File: config.mk
export PLATFORM = sky130hd
export DESIGN_NAME = rscs_strap_sampler
export DESIGN_NICKNAME = d
export VERILOG_FILES = /design/src/hdl/rscs_pkg.sv /design/src/hdl/rscs_strap_sampler.sv
export SDC_FILE = /design/constraint.sdc
export NUM_CORES = 1
export LEC_CHECK = 0
export BUFFER_PORTS_ARGS = -buffer_cell sky130_fd_sc_hd__buf_4
export CAP_MARGIN = 20
export CORE_MARGIN = 2
export CORE_UTILIZATION = 30
export DETAILED_ROUTE_END_ITERATION = 16
export PLACE_DENSITY = 0.52
export SLEW_MARGIN = 10
export SYNTH_ARGS = -nofsm -noshare
export SYNTH_HDL_FRONTEND = slang
export SYNTH_SLANG_ARGS = --single-unit
File: constraint.sdc
create_clock -name clk_i -period 1.5 [get_ports clk_i]
set_input_delay 0 -clock clk_i [delete_from_list [all_inputs] [get_ports clk_i]]
set_output_delay 0 -clock clk_i [all_outputs]
set_load 0.005 [all_outputs]
File: src/hdl/rscs_pkg.sv
// package: strap field positions, decode types and register map for the strap sampler
package rscs_pkg;

	// ----------------------------------------------------------------
	// strap bus, tx_data and boot address field positions
	// ----------------------------------------------------------------
	localparam int BOOT_ROM_EN_BIT    = 0;
	localparam int DRAM_CAL_BIT       = 1;
	localparam int ROM_ADDR_LO        = 2;
	localparam int ARBITER_BIT        = 4;
	localparam int REG_BASE_BIT       = 5;
	localparam int CPU_BUS_LO         = 6;
	localparam int CPU_CAL_BIT        = 8;
	localparam int PCI0_CAL_BIT       = 12;
	localparam int PCI1_CAL_BIT       = 13;
	localparam int BOOT_WIDTH_LO      = 14;
	localparam int PCI_RETRY_BIT      = 16;
	localparam int DRAM_CLK_BIT       = 18;
	localparam int DRAM_EDGE_BIT      = 19;
	localparam int DRAM_PIPE_A_BIT    = 20;
	localparam int DRAM_PIPE_B_BIT    = 21;
	localparam int DRAM_READ_LO       = 22;
	localparam int GIG3_EN_BIT        = 25;
	localparam int PCI1_DLL_LO        = 26;
	localparam int PCI0_DLL_LO        = 29;
	localparam int PLL_TUNE_LO        = 2;
	localparam int CORE_BYPASS_BIT    = 1;
	localparam int PORT_IF_BIT        = 0;
	localparam int TEST_CAL_BIT       = 7;
	localparam int DRAM_PLL_PWR_BIT   = 2;

	// ----------------------------------------------------------------
	// decoded values
	// ----------------------------------------------------------------
	localparam logic [6:0]  ROM_ADDR_BASE   = 7'h50;        // 1010000
	localparam logic [31:0] REG_BASE_LOW    = 32'h14000000;
	localparam logic [31:0] REG_BASE_HIGH   = 32'hf1000000;
	localparam logic [1:0]  PIPE_TWO_CODE   = 2'h1;         // bit20=0, bit21=1
	localparam logic [1:0]  PIPE_THREE_CODE = 2'h3;

	typedef enum logic [1:0] {RSCS_BUS_LEGACY, RSCS_BUS_PIPELINED, RSCS_BUS_RSVD} rscs_bus_t;
	typedef enum logic [1:0] {RSCS_W8, RSCS_W16, RSCS_W32, RSCS_WRSVD} rscs_width_t;
	typedef enum logic [2:0] {RSCS_DLL_OFF, RSCS_DLL_PCI66, RSCS_DLL_PCIX133, RSCS_DLL_PCIX66,
		RSCS_DLL_RSVD} rscs_dll_t;

	// raw sampled strap pins
	typedef struct packed {
		logic [31:0] strap_bus;
		logic [7:0]  tx_data0;
		logic [4:0]  tx_data1;
		logic [2:0]  boot_address_strap;
	} rscs_straps_t;

	// decoded configuration
	typedef struct packed {
		logic        serial_boot_rom_en;
		logic        dram_cal_en;
		logic        cpu_cal_en;
		logic        pci0_cal_en;
		logic        pci1_cal_en;
		logic [6:0]  serial_boot_rom_addr;
		logic        arbiter_en;
		logic [31:0] reg_base;
		rscs_bus_t   cpu_bus;
		rscs_width_t boot_width;
		logic        pci_retry_en;
		logic        dram_sync_clk;
		logic        dram_rise_launch;
		logic [1:0]  dram_pipe_stages;   // 2 or 3, 0 = reserved code
		logic        dram_async;
		logic        gig3_en;
		rscs_dll_t   pci0_dll;
		rscs_dll_t   pci1_dll;
		logic        port0_pcs;
		logic        port1_pcs;
		logic        dram_pll_up;
		logic        test_cal_bypass;
		logic        core_pll_bypass;
		logic [2:0]  core_pll_tune;
	} rscs_cfg_t;

	// ----------------------------------------------------------------
	// apb register map (word offsets as byte addresses)
	// ----------------------------------------------------------------
	localparam logic [7:0]  REG_STRAP_BUS = 8'h00;
	localparam logic [7:0]  REG_STRAP_AUX = 8'h04;
	localparam logic [7:0]  REG_STATUS    = 8'h08;
	localparam logic [7:0]  REG_CONTROL   = 8'h0c;
	localparam logic [31:0] RD_UNMAPPED   = 32'h00000000;

endpackage : rscs_pkg

File: src/hdl/rscs_strap_sampler.sv
// strap sampler: latches configuration pins at reset release and decodes mode settings
`timescale 1ns/1ps
// What this block does
// RQ1 - latch straps at reset release, decode them
// RQ2 - bit 0 enables serial boot rom init
// RQ3 - calibration straps: 0 disables, 1 enables
// RQ4 - bits 3:2 pick boot rom address
// RQ5 - bit 4 enables internal cpu bus arbiter
// RQ6 - bit 5 picks internal register base
// RQ7 - bits 7:6 pick cpu bus protocol
// RQ8 - bits 15:14 pick boot device width
// RQ9 - bit 16 enables pci retry
// RQ10 - bit 18 picks dram clock ratio
// RQ11 - bit 19 picks dram launch edge
// RQ12 - bits 20:21 pick dram pipeline depth
// RQ13 - bits 24:22 select sync or async dram
// RQ14 - bit 25 enables fourth gigabit port
// RQ15 - pci dll fields decode mode and speed
// RQ16 - board presents pci pattern each pci reset
// RQ17 - board sets straps lacking fixed defaults
// RQ18 - tx_data bit 0 picks gmii or pcs
// RQ19 - boot address bit 2 powers dram pll
// RQ20 - tx_data0 bit 7 bypasses test calibration
// RQ21 - tx_data1 bit 1 is core pll bypass
// RQ22 - bypass strap 1 bypasses core pll; the control register override bit forces the bypass off instead
// RQ23 - tx_data1 bits 4:2 tune core pll
// RQ24 - latched values hold until next reset
module rscs_strap_sampler (
	input  wire logic                 clk_i,
	input  wire logic                 srst_i,
	input  wire logic                 pci_rst_i,
	input  wire logic [31:0]          strap_bus_i,
	input  wire logic [7:0]           tx_data0_i,
	input  wire logic [4:0]           tx_data1_i,
	input  wire logic [2:0]           boot_address_strap_i,
	input  wire logic                 psel_i,
	input  wire logic                 penable_i,
	input  wire logic                 pwrite_i,
	input  wire logic [7:0]           paddr_i,
	input  wire logic [31:0]          pwdata_i,
	output logic                      pready_o,
	output logic                      pslverr_o,
	output logic [31:0]               prdata_o,
	output rscs_pkg::rscs_cfg_t       cfg_o,
	output logic                      cfg_valid_o
);

	// ----------------------------------------------------------------
	// state
	// ----------------------------------------------------------------
	typedef struct packed {
		logic                  in_reset;
		logic                  in_pci_reset;
		logic                  valid;
		logic [3:0]            sample_count;
		rscs_pkg::rscs_straps_t raw;
		rscs_pkg::rscs_cfg_t   cfg;
		logic                  override_en;
		logic                  pready;
		logic                  pslverr;
		logic [31:0]           prdata;
	} rscs_state_t;

	rscs_state_t state;
	rscs_state_t next_state;
	rscs_pkg::rscs_straps_t pins;

	// ----------------------------------------------------------------
	// decode helpers
	// ----------------------------------------------------------------
	function automatic rscs_pkg::rscs_dll_t rscs_dll_decode(input logic [2:0] code);
		case (code)
			3'h0:    rscs_dll_decode = rscs_pkg::RSCS_DLL_OFF;
			3'h1:    rscs_dll_decode = rscs_pkg::RSCS_DLL_PCI66;
			3'h5:    rscs_dll_decode = rscs_pkg::RSCS_DLL_PCIX133;
			3'h6:    rscs_dll_decode = rscs_pkg::RSCS_DLL_PCIX66;
			default: rscs_dll_decode = rscs_pkg::RSCS_DLL_RSVD;
		endcase
	endfunction : rscs_dll_decode

	function automatic rscs_pkg::rscs_cfg_t rscs_decode(input rscs_pkg::rscs_straps_t s);
		rscs_pkg::rscs_cfg_t c;
		logic [1:0]          pipe;
		c = '0;
		c.serial_boot_rom_en = s.strap_bus[rscs_pkg::BOOT_ROM_EN_BIT];                          // [RQ2]
		c.dram_cal_en        = s.strap_bus[rscs_pkg::DRAM_CAL_BIT];                             // [RQ3]
		c.cpu_cal_en         = s.strap_bus[rscs_pkg::CPU_CAL_BIT];                              // [RQ3]
		c.pci0_cal_en        = s.strap_bus[rscs_pkg::PCI0_CAL_BIT];                             // [RQ3]
		c.pci1_cal_en        = s.strap_bus[rscs_pkg::PCI1_CAL_BIT];                             // [RQ3]
		c.serial_boot_rom_addr = rscs_pkg::ROM_ADDR_BASE
			| {5'h00, s.strap_bus[rscs_pkg::ROM_ADDR_LO +: 2]};                                 // [RQ4]
		c.arbiter_en         = s.strap_bus[rscs_pkg::ARBITER_BIT];                              // [RQ5]
		c.reg_base           = s.strap_bus[rscs_pkg::REG_BASE_BIT] ? rscs_pkg::REG_BASE_HIGH
			: rscs_pkg::REG_BASE_LOW;                                                            // [RQ6]
		case (s.strap_bus[rscs_pkg::CPU_BUS_LO +: 2])                                           // [RQ7]
			2'h0:    c.cpu_bus = rscs_pkg::RSCS_BUS_LEGACY;
			2'h1:    c.cpu_bus = rscs_pkg::RSCS_BUS_PIPELINED;
			default: c.cpu_bus = rscs_pkg::RSCS_BUS_RSVD;
		endcase
		c.boot_width = rscs_pkg::rscs_width_t'(s.strap_bus[rscs_pkg::BOOT_WIDTH_LO +: 2]);     // [RQ8]
		c.pci_retry_en       = s.strap_bus[rscs_pkg::PCI_RETRY_BIT];                            // [RQ9]
		c.dram_sync_clk      = s.strap_bus[rscs_pkg::DRAM_CLK_BIT];                             // [RQ10]
		c.dram_rise_launch   = s.strap_bus[rscs_pkg::DRAM_EDGE_BIT];                            // [RQ11]
		// field is printed 20:21, so bit 20 is the high code bit
		pipe = {s.strap_bus[rscs_pkg::DRAM_PIPE_A_BIT], s.strap_bus[rscs_pkg::DRAM_PIPE_B_BIT]};
		case (pipe)                                                                             // [RQ12]
			rscs_pkg::PIPE_TWO_CODE:   c.dram_pipe_stages = 2'h2;
			rscs_pkg::PIPE_THREE_CODE: c.dram_pipe_stages = 2'h3;
			default:                   c.dram_pipe_stages = 2'h0;
		endcase
		// only 000 and 100 mean synchronous; every other code runs async
		c.dram_async = s.strap_bus[rscs_pkg::DRAM_READ_LO +: 2] != 2'h0;                        // [RQ13]
		c.gig3_en            = s.strap_bus[rscs_pkg::GIG3_EN_BIT];                              // [RQ14]
		c.pci1_dll = rscs_dll_decode(s.strap_bus[rscs_pkg::PCI1_DLL_LO +: 3]);                  // [RQ15]
		c.pci0_dll = rscs_dll_decode(s.strap_bus[rscs_pkg::PCI0_DLL_LO +: 3]);                  // [RQ15]
		c.port0_pcs          = s.tx_data0[rscs_pkg::PORT_IF_BIT];                               // [RQ18]
		c.port1_pcs          = s.tx_data1[rscs_pkg::PORT_IF_BIT];                               // [RQ18]
		c.dram_pll_up        = s.boot_address_strap[rscs_pkg::DRAM_PLL_PWR_BIT];                // [RQ19]
		c.test_cal_bypass    = s.tx_data0[rscs_pkg::TEST_CAL_BIT];                              // [RQ20]
		c.core_pll_bypass    = s.tx_data1[rscs_pkg::CORE_BYPASS_BIT];                           // [RQ21] [RQ22]
		c.core_pll_tune      = s.tx_data1[rscs_pkg::PLL_TUNE_LO +: 3];                          // [RQ23]
		rscs_decode = c;
	endfunction : rscs_decode

	assign pins = '{strap_bus: strap_bus_i, tx_data0: tx_data0_i, tx_data1: tx_data1_i,
		boot_address_strap: boot_address_strap_i};

	// ----------------------------------------------------------------
	// next state
	// ----------------------------------------------------------------
	// sampling is on the first clock where reset is seen released; pins
	// are taken as synchronous so no extra settle stage is added
	always_comb
	begin
		next_state              = state;
		next_state.in_reset     = 1'b0;
		next_state.in_pci_reset = pci_rst_i;
		next_state.pready       = 1'b0;
		next_state.pslverr      = 1'b0;
		if (state.in_reset)
		begin
			// reset just released: take every strap once [RQ1]
			next_state.raw          = pins;
			next_state.cfg          = rscs_decode(pins);
			next_state.valid        = 1'b1;
			next_state.sample_count = state.sample_count + 4'h1;
		end
		else if (state.in_pci_reset && !pci_rst_i)
		begin
			// pci reset release: only the pci dll fields are refreshed [RQ16]
			next_state.raw.strap_bus[31:26] = strap_bus_i[31:26];
			next_state.cfg.pci1_dll = rscs_dll_decode(strap_bus_i[rscs_pkg::PCI1_DLL_LO +: 3]);
			next_state.cfg.pci0_dll = rscs_dll_decode(strap_bus_i[rscs_pkg::PCI0_DLL_LO +: 3]);
			next_state.sample_count = state.sample_count + 4'h1;
		end
		// otherwise the latch holds; later pin activity is ignored [RQ24]

		// apb slave: one wait state, answer in the access phase
		if (psel_i && penable_i && !state.pready)
		begin
			next_state.pready = 1'b1;
			case (paddr_i)
				rscs_pkg::REG_STRAP_BUS: next_state.prdata = state.raw.strap_bus;
				rscs_pkg::REG_STRAP_AUX: next_state.prdata = {16'h0000, state.raw.tx_data0,
					state.raw.tx_data1, state.raw.boot_address_strap};
				rscs_pkg::REG_STATUS: next_state.prdata = {24'h000000, state.sample_count,
					state.cfg.core_pll_bypass, state.cfg.dram_pll_up, state.cfg.serial_boot_rom_en,
					state.valid};
				rscs_pkg::REG_CONTROL:
				begin
					next_state.prdata = {31'h00000000, state.override_en};
					if (pwrite_i)
						next_state.override_en = pwdata_i[0];
				end
				default:
				begin
					next_state.prdata  = rscs_pkg::RD_UNMAPPED;
					next_state.pslverr = 1'b1;
				end
			endcase
		end
		if (srst_i)
		begin
			next_state          = '0;
			next_state.in_reset = 1'b1;
		end
	end

	always_ff @(posedge clk_i)
	begin
		state <= next_state;
	end

	// ----------------------------------------------------------------
	// outputs
	// ----------------------------------------------------------------
	// override forces the core pll bypass off so software can recover a bad strap
	rscs_pkg::rscs_cfg_t out_cfg;
	always_ff @(posedge clk_i)
	begin
		if (srst_i)
			out_cfg <= '0;
		else
		begin
			out_cfg <= next_state.cfg;
			if (next_state.override_en)
				out_cfg.core_pll_bypass <= 1'b0;                                                // [RQ22]
		end
	end

	assign cfg_o       = out_cfg;
	assign cfg_valid_o = state.valid;
	assign pready_o    = state.pready;
	assign pslverr_o   = state.pslverr;
	assign prdata_o    = state.prdata;

	// ----------------------------------------------------------------
	// checks
	// ----------------------------------------------------------------
	a_sample_on_release: assert property (@(posedge clk_i) disable iff (srst_i)
		$fell(state.in_reset) |-> state.raw == $past(pins) && state.valid)          // [RQ1]
		else $error("straps not captured at reset release");
	a_hold_after_sample: assert property (@(posedge clk_i) disable iff (srst_i)
		state.valid && !state.in_reset && !$past(state.in_reset) && !$fell(state.in_pci_reset)
		|-> $stable(state.raw))                                                      // [RQ24]
		else $error("latched straps changed without reset");
	a_base_decode: assert property (@(posedge clk_i) disable iff (srst_i)
		state.valid |-> state.cfg.reg_base == (state.raw.strap_bus[5] ? 32'hf1000000 : 32'h14000000)) // [RQ6]
		else $error("register base decode wrong");
	a_rom_addr: assert property (@(posedge clk_i) disable iff (srst_i)
		state.valid |-> state.cfg.serial_boot_rom_addr == {5'h14, state.raw.strap_bus[3:2]}) // [RQ4]
		else $error("boot rom address decode wrong");
	a_pipe_depth: assert property (@(posedge clk_i) disable iff (srst_i)
		state.valid && state.raw.strap_bus[21:20] == 2'h3 |-> state.cfg.dram_pipe_stages == 2'h3) // [RQ12]
		else $error("pipeline depth decode wrong");
	a_dll_pcix133: assert property (@(posedge clk_i) disable iff (srst_i)
		state.valid && state.raw.strap_bus[31:29] == 3'h5 |-> state.cfg.pci0_dll == rscs_pkg::RSCS_DLL_PCIX133) // [RQ15]
		else $error("pci dll decode wrong");
	a_cpu_bus_mode: assert property (@(posedge clk_i) disable iff (srst_i)
		state.valid && state.raw.strap_bus[7:6] == 2'h1 |-> state.cfg.cpu_bus == rscs_pkg::RSCS_BUS_PIPELINED) // [RQ7]
		else $error("cpu bus mode decode wrong");
	// the output copy and the override flag move on the same edge, so compare in one cycle
	a_pll_bypass: assert property (@(posedge clk_i) disable iff (srst_i)
		state.valid && !state.override_en |-> cfg_o.core_pll_bypass == state.cfg.core_pll_bypass) // [RQ22]
		else $error("core pll bypass not applied");

endmodule : rscs_strap_sampler

Yosys cells after proc, flatten, opt, wreduce, memory -nomap -nowiden
Cells that the tools add are included.
{"block": "classes", "mux": 18, "eq_ne": 12, "addsub": 1, "bitwise": 1, "magnitude_cmp": 0, "n_shift": 0, "reduce_logical": 14, "n_div": 0, "n_mul": 0}
{"operator": "two-way mux 160 bit", "count": 1}
{"operator": "case mux 32 bit (4 select lines)", "count": 1}
{"operator": "two-way mux 98 bit", "count": 1}
{"operator": "two-way mux 35 bit", "count": 1}
{"operator": "two-way mux 32 bit", "count": 1}
{"operator": "case mux 3 bit (4 select lines)", "count": 2}
{"operator": "two-way mux 10 bit", "count": 2}
{"operator": "equality test 8 x 4 -> 1 bit, second input constant", "count": 2}
{"operator": "equality test 3 bit, second input constant", "count": 4}
{"operator": "two-way mux 6 bit", "count": 2}
{"operator": "equality test 8 x 3 -> 1 bit, second input constant", "count": 1}
{"operator": "zero test 8 bit", "count": 1}
{"operator": "two-way mux 8 bit", "count": 1}
{"operator": "case mux 2 bit (2 select lines)", "count": 2}
{"operator": "equality test 3 x 1 -> 1 bit, second input constant", "count": 2}
{"operator": "zero test 3 bit", "count": 2}
{"operator": "adder 4 x 1 -> 4 bit, second input constant", "count": 1}
{"operator": "equality test 2 x 1 -> 1 bit, second input constant", "count": 2}
{"operator": "two-way mux 1 bit", "count": 4}
{"operator": "nonzero test 2 bit", "count": 2}
{"operator": "OR reduction 2 bit", "count": 2}
{"operator": "OR reduction 4 bit", "count": 1}
{"operator": "logical AND 1 bit", "count": 3}
{"operator": "equality test 2 bit, second input constant", "count": 1}
{"operator": "other kinds (3)", "count": 4}
{"block": "word_totals", "register_bits": 230, "mem_bits_ro": 0, "memories": 0, "latchBits": 0, "wordCells": 107, "in_bits": 94, "ramBits": 0}

Logic depth before layout (Yosys ltp)
{"block": "depth", "depth_word": 6, "ltp_mapped": 6, "mapped_depth_nobuf": 4}

Least setup slack after synthesis
OpenSTA, ideal clock, no wires.
{"block": "synth_timing", "path_type": "register -> register", "startpoint": "reg state[159] in the netlist's numbering", "endpoint": "reg out_cfg (netlist bit cfg_o[56])", "t_arrival_ns": 1.311, "required_ns": 1.430, "stages_incl_launch_ff": 6, "setup_time_ns": 0.070, "period_less_slack_ns": 1.381, "setup_slack_ns": 0.119, "path_buffers": 3, "cell_sequence": "dfxtp_1 buf_2 clkbuf_1 buf_2 nand2_1 a21oi_1"}
{"block": "synth_via", "elab_chain_len": 2}
{"element": "start, declared", "line_no": "rscs_strap_sampler.sv:64", "text": "rscs_state_t state;"}
{"element": "start signal, assigned", "line_no": "rscs_strap_sampler.sv:191", "text": "state <= next_state;"}
{"element": "two-way mux 98 bit", "line_no": "rscs_strap_sampler.sv:140", "text": "if (state.in_reset)"}
{"element": "two-way mux 160 bit", "line_no": "rscs_strap_sampler.sv:182", "text": "if (srst_i)"}
{"element": "end signal, assigned", "line_no": "rscs_strap_sampler.sv:205", "text": "out_cfg <= next_state.cfg;"}
{"element": "end, declared", "line_no": "rscs_strap_sampler.sv:198", "text": "rscs_pkg::rscs_cfg_t out_cfg;"}
No other way between the ends.
A chain may end at the register's enable or synchronous reset.

Final worst setup path
{"block": "layout_timing", "startpoint": "in paddr_i[0]", "endpoint": "reg state (netlist bit pslverr_o)"}
{"block": "layout_via", "elab_chain_len": 3}
{"element": "start, declared", "line_no": "rscs_strap_sampler.sv:39", "text": "input wire logic [7:0] paddr_i,"}
{"element": "equality test 8 x 4 -> 1 bit (tied with other cells)", "line_no": "rscs_strap_sampler.sv:162", "text": "case (paddr_i)"}
{"element": "OR reduction 4 bit (no line) (*)"}
{"element": "two-way mux 1 bit (*)", "line_no": "rscs_strap_sampler.sv:162"}
Mark *: on every way between the ends. The rest lies on a longest branch, timed or not.

==> flow_summary.json <==
{
  "cts_root_buf": "clkbuf_16",
  "end_kind": "register",
  "drtIter0Drc": 280,
  "path_max_fanout": 5,
  "path_buf_inv": 3,
  "avgSynthCellArea_um2": 9.89,
  "status": "finished clean",
  "ant_nets": 0,
  "rsz0062_at_grt": "false",
  "ys_ff_latch": 230,
  "cts_setup_buffers": 0,
  "multi_input_area_mm2": 0.00271,
  "power.density_mw_per_mm2": 1320,
  "clock_power_share_pct": 47.9,
  "final_util_pct": 42.5,
  "hold_viol_final": 0,
  "start_util_pct": 30.7,
  "clockBufferDepth": 3,
  "switching_share_pct": 21.3,
  "intPower_uw": 11200,
  "ys_seq_area_share_pct": 59.4,
  "synth_edf_count": 0,
  "syn_nets": 879,
  "p_comb_share_pct": 7.0,
  "fin_crit_ns": 1.48,
  "wirelength_um": 18600,
  "crit_arrival_ns": 1.89,
  "tightest_slew_ns": 0.359,
  "worstPathRequired_ns": 1.91,
  "coreArea_mm2": 0.0253,
  "period_share_pct": 98.6,
  "place_area_mm2": 0.00923,
  "worstPathCellList": "dlygate4sd3_1 -> buf_4 -> or4_4 -> dlygate4sd3_1 -> o21a_1",
  "regArea_mm2": 0.00461,
  "place_congestion": 0.703,
  "postSynth.asyncResetShare_pct": 0,
  "numPortBuffers": 167,
  "final_area_mm2": 0.0107,
  "grt_max_degree": 79,
  "cts.htree.levels": 1,
  "drcViolationCount": 0,
  "power.switching_uw": 3020,
  "irDropWorstVdd_mv": 0.887,
  "cts_sinks": 230,
  "areaGrowthSynthToFinish_pct": 38.6,
  "cts_tree": "yes",
  "cp-start-kind": "primary input",
  "die_area_mm2": 0.0272,
  "antenna_found_initial": 0,
  "grt_usage_pct": 13.3,
  "syn_area_mm2": 0.00775,
  "seqPwrFrac_pct": 45.1,
  "diodes": 0,
  "fin_nets": 1070,
  "crit_type": "primary input to register",
  "fin_worst_skew_ns": 0.00820,
  "cts_resized": 0,
  "path_clk_slew_ns": 0.06,
  "min_path_type": "primary input to register",
  "syn_inst": 784,
  "drv_cap": 0,
  "hpwl_um": 12400,
  "cpLargestDelayFamily": "buffers and inverters",
  "fill_cells": 2500,
  "drt_first_pass_iters": 4,
  "synth_cell_type_count": 35,
  "via_per_inst": 4.35,
  "ys.flop_type": "dfxtp_1",
  "path_common_cell": "dlygate4sd3_1",
  "leakage_uw": 0.00449,
  "final_max_slew_viol_count": 0,
  "wl_per_cell_um": 14.0,
  "grt_pass1_vias": 5625,
  "grt_overflow": 0,
  "die_y_um": 165,
  "num_rows": 58,
  "die_w_um": 165,
  "grt_first_pass_wirelength_um": 28800,
  "cts-buffers-inserted": 26,
  "yosys_warnings": 0,
  "num_vias": 5761,
  "cpMaxStageDelayCell": "dlygate4sd3_1",
  "setup_viol": 0,
  "fmax_ghz": 0.676,
  "relSlewSlack_pct": 76.0,
  "clk-insertion-delay-late_ns": 0.52,
  "drive_gt1_share_pct": 25.4,
  "cpPeakStageDelay_ns": 0.58,
  "pin_count": 199
}
per-layer routing:
metal  up-vias  GRT usage, %  wire length [um]
met5         -             0                 0
met4         0          3.99               465
met3        34          4.45              1630
met2       148          21.7              8200
met1      2617          16.8              8280
li1       2962             -                 -
logic make-up (layout without fill, tap and decap cells):
kind of cell / Yosys count / in the layout / share of synthesized area, %
AND/OR/NAND/NOR: 281 / 281 / 18.8
flip-flops: 230 / 230 / 59.4
AO/OA/AOI/OAI: 148 / 148 / 10.5
buffers and inverters: 83 / 294 / 5.73
multiplexers: 35 / 35 / 4.81
XOR/XNOR: 6 / 6 / 0.678
adder cells (fa/ha/maj): 1 / 1 / 0.161
power groups by stage:
stage | clock network (uW) | logic, uW | registers, uW
after floorplan | 0 | 459 | 6530
after global placement | 0 | 877 | 6550
after detailed placement | 0 | 885 | 6550
after CTS | 7020 | 1010 | 6420
after global routing | 7240 | 1100 | 6430
final | 6810 | 991 | 6410
cells in the mapped netlist (2+ instances only):
cell / instances / share of area, %
buf_2: 4 / 0.26
nand2b_1: 55 / 4.4
mux2_2: 8 / 1.2
mux2i_1: 26 / 3.4
nand3_1: 29 / 1.9
buf_4: 32 / 3.1
nor3_1: 2 / 0.13
o2bb2ai_1: 7 / 0.79
dfxtp_1: 230 / 59
nor3_2: 2 / 0.26
clkbuf_1: 41 / 2.0
a21oi_1: 121 / 7.8
a22oi_1: 8 / 0.77
nand2_1: 67 / 3.2
xnor2_1: 3 / 0.34
o21ai_0: 2 / 0.13
nor2_1: 53 / 2.6
nor2b_1: 5 / 0.40
xor2_1: 3 / 0.34
buf_1: 4 / 0.19
and2_1: 59 / 4.8
a211oi_1: 9 / 0.87
nand3b_1: 2 / 0.19
tightest hold or removal path, cell delays in order:
cell and delay [ns]:
buf_4 0.07, or2_1 0.26, o21a_1 0.17
stage by stage:
step	setup slack [ns]	std cells	power, uW	TNS, ns	hold slack, ns
after floorplan	0.119	784	6990	0	0.0277
after global placement	0.0116	1221	7430	0	0.240
after detailed placement	-0.00602	1221	7440	-0.00602	0.244
after CTS	0.0544	1325	14400	0	0.00264
after global routing	0.00626	1325	14800	0	0.0445
final	0.0214	1325	14200	0	0.0167
layout make-up:
type | instances | area share (%)
flip-flops and latches | 230 | 42.9
multi-input cells | 471 | 25.2
repair buffers | 245 | 19.2
clock buffers | 37 | 7.38
well taps | 330 | 3.84
clock inverters | 11 | 1.47
inverters | 1 | 0.0349
final timing paths:
path | start | slack [ns] | to | depth (start not counted)
worst min register to register | state[85]$_DFF_P_ | 0.44 | cfg_o[50]$_SDFF_PP0_ | 1
worst max-delay path | paddr_i[0] | 0.02 | pslverr_o$_SDFF_PP0_ | 5
worst max register to register | pready_o$_SDFF_PP0_ | 0.08 | cfg_o[3]$_SDFF_PP0_ | 4
worst min-delay path | paddr_i[4] | 0.02 | pslverr_o$_SDFF_PP0_ | 3
cell usage in the layout, fill, tap and decap left out, drive strengths merged, types with 3 or more instances in the layout:
master / synthesis / layout
nand2b: 55 / 55
mux2: 8 / 8
xnor2: 3 / 3
clkinv: 0 / 6
a22oi: 8 / 8
clkbuf: 41 / 37
a21oi: 121 / 121
o2bb2ai: 7 / 7
bufinv: 0 / 4
nor2: 53 / 53
nand2: 67 / 67
a211oi: 9 / 9
dfxtp: 230 / 230
mux2i: 26 / 26
nand3: 29 / 29
nor3: 4 / 4
xor2: 3 / 3
buf: 41 / 189
dlygate4sd3: 0 / 56
and2: 59 / 59
nor2b: 5 / 5
state kept, by name, summed over array words and instances, names as in the netlist:
| name | count |
|---|---|
| cfg_o | 70 |
| pslverr_o | 1 |
| pready_o | 1 |
| state | 125 |
| cfg_valid_o | 1 |
| prdata_o | 32 |
what timing repair did:
| action | in CTS | in global routing |
|---|---|---|
| hold endpoints to repair | 146 | 0 |
| setup endpoints to repair | 0 | 0 |
| hold buffers | 56 | 0 |
Power figures use the tool's default switching activity.
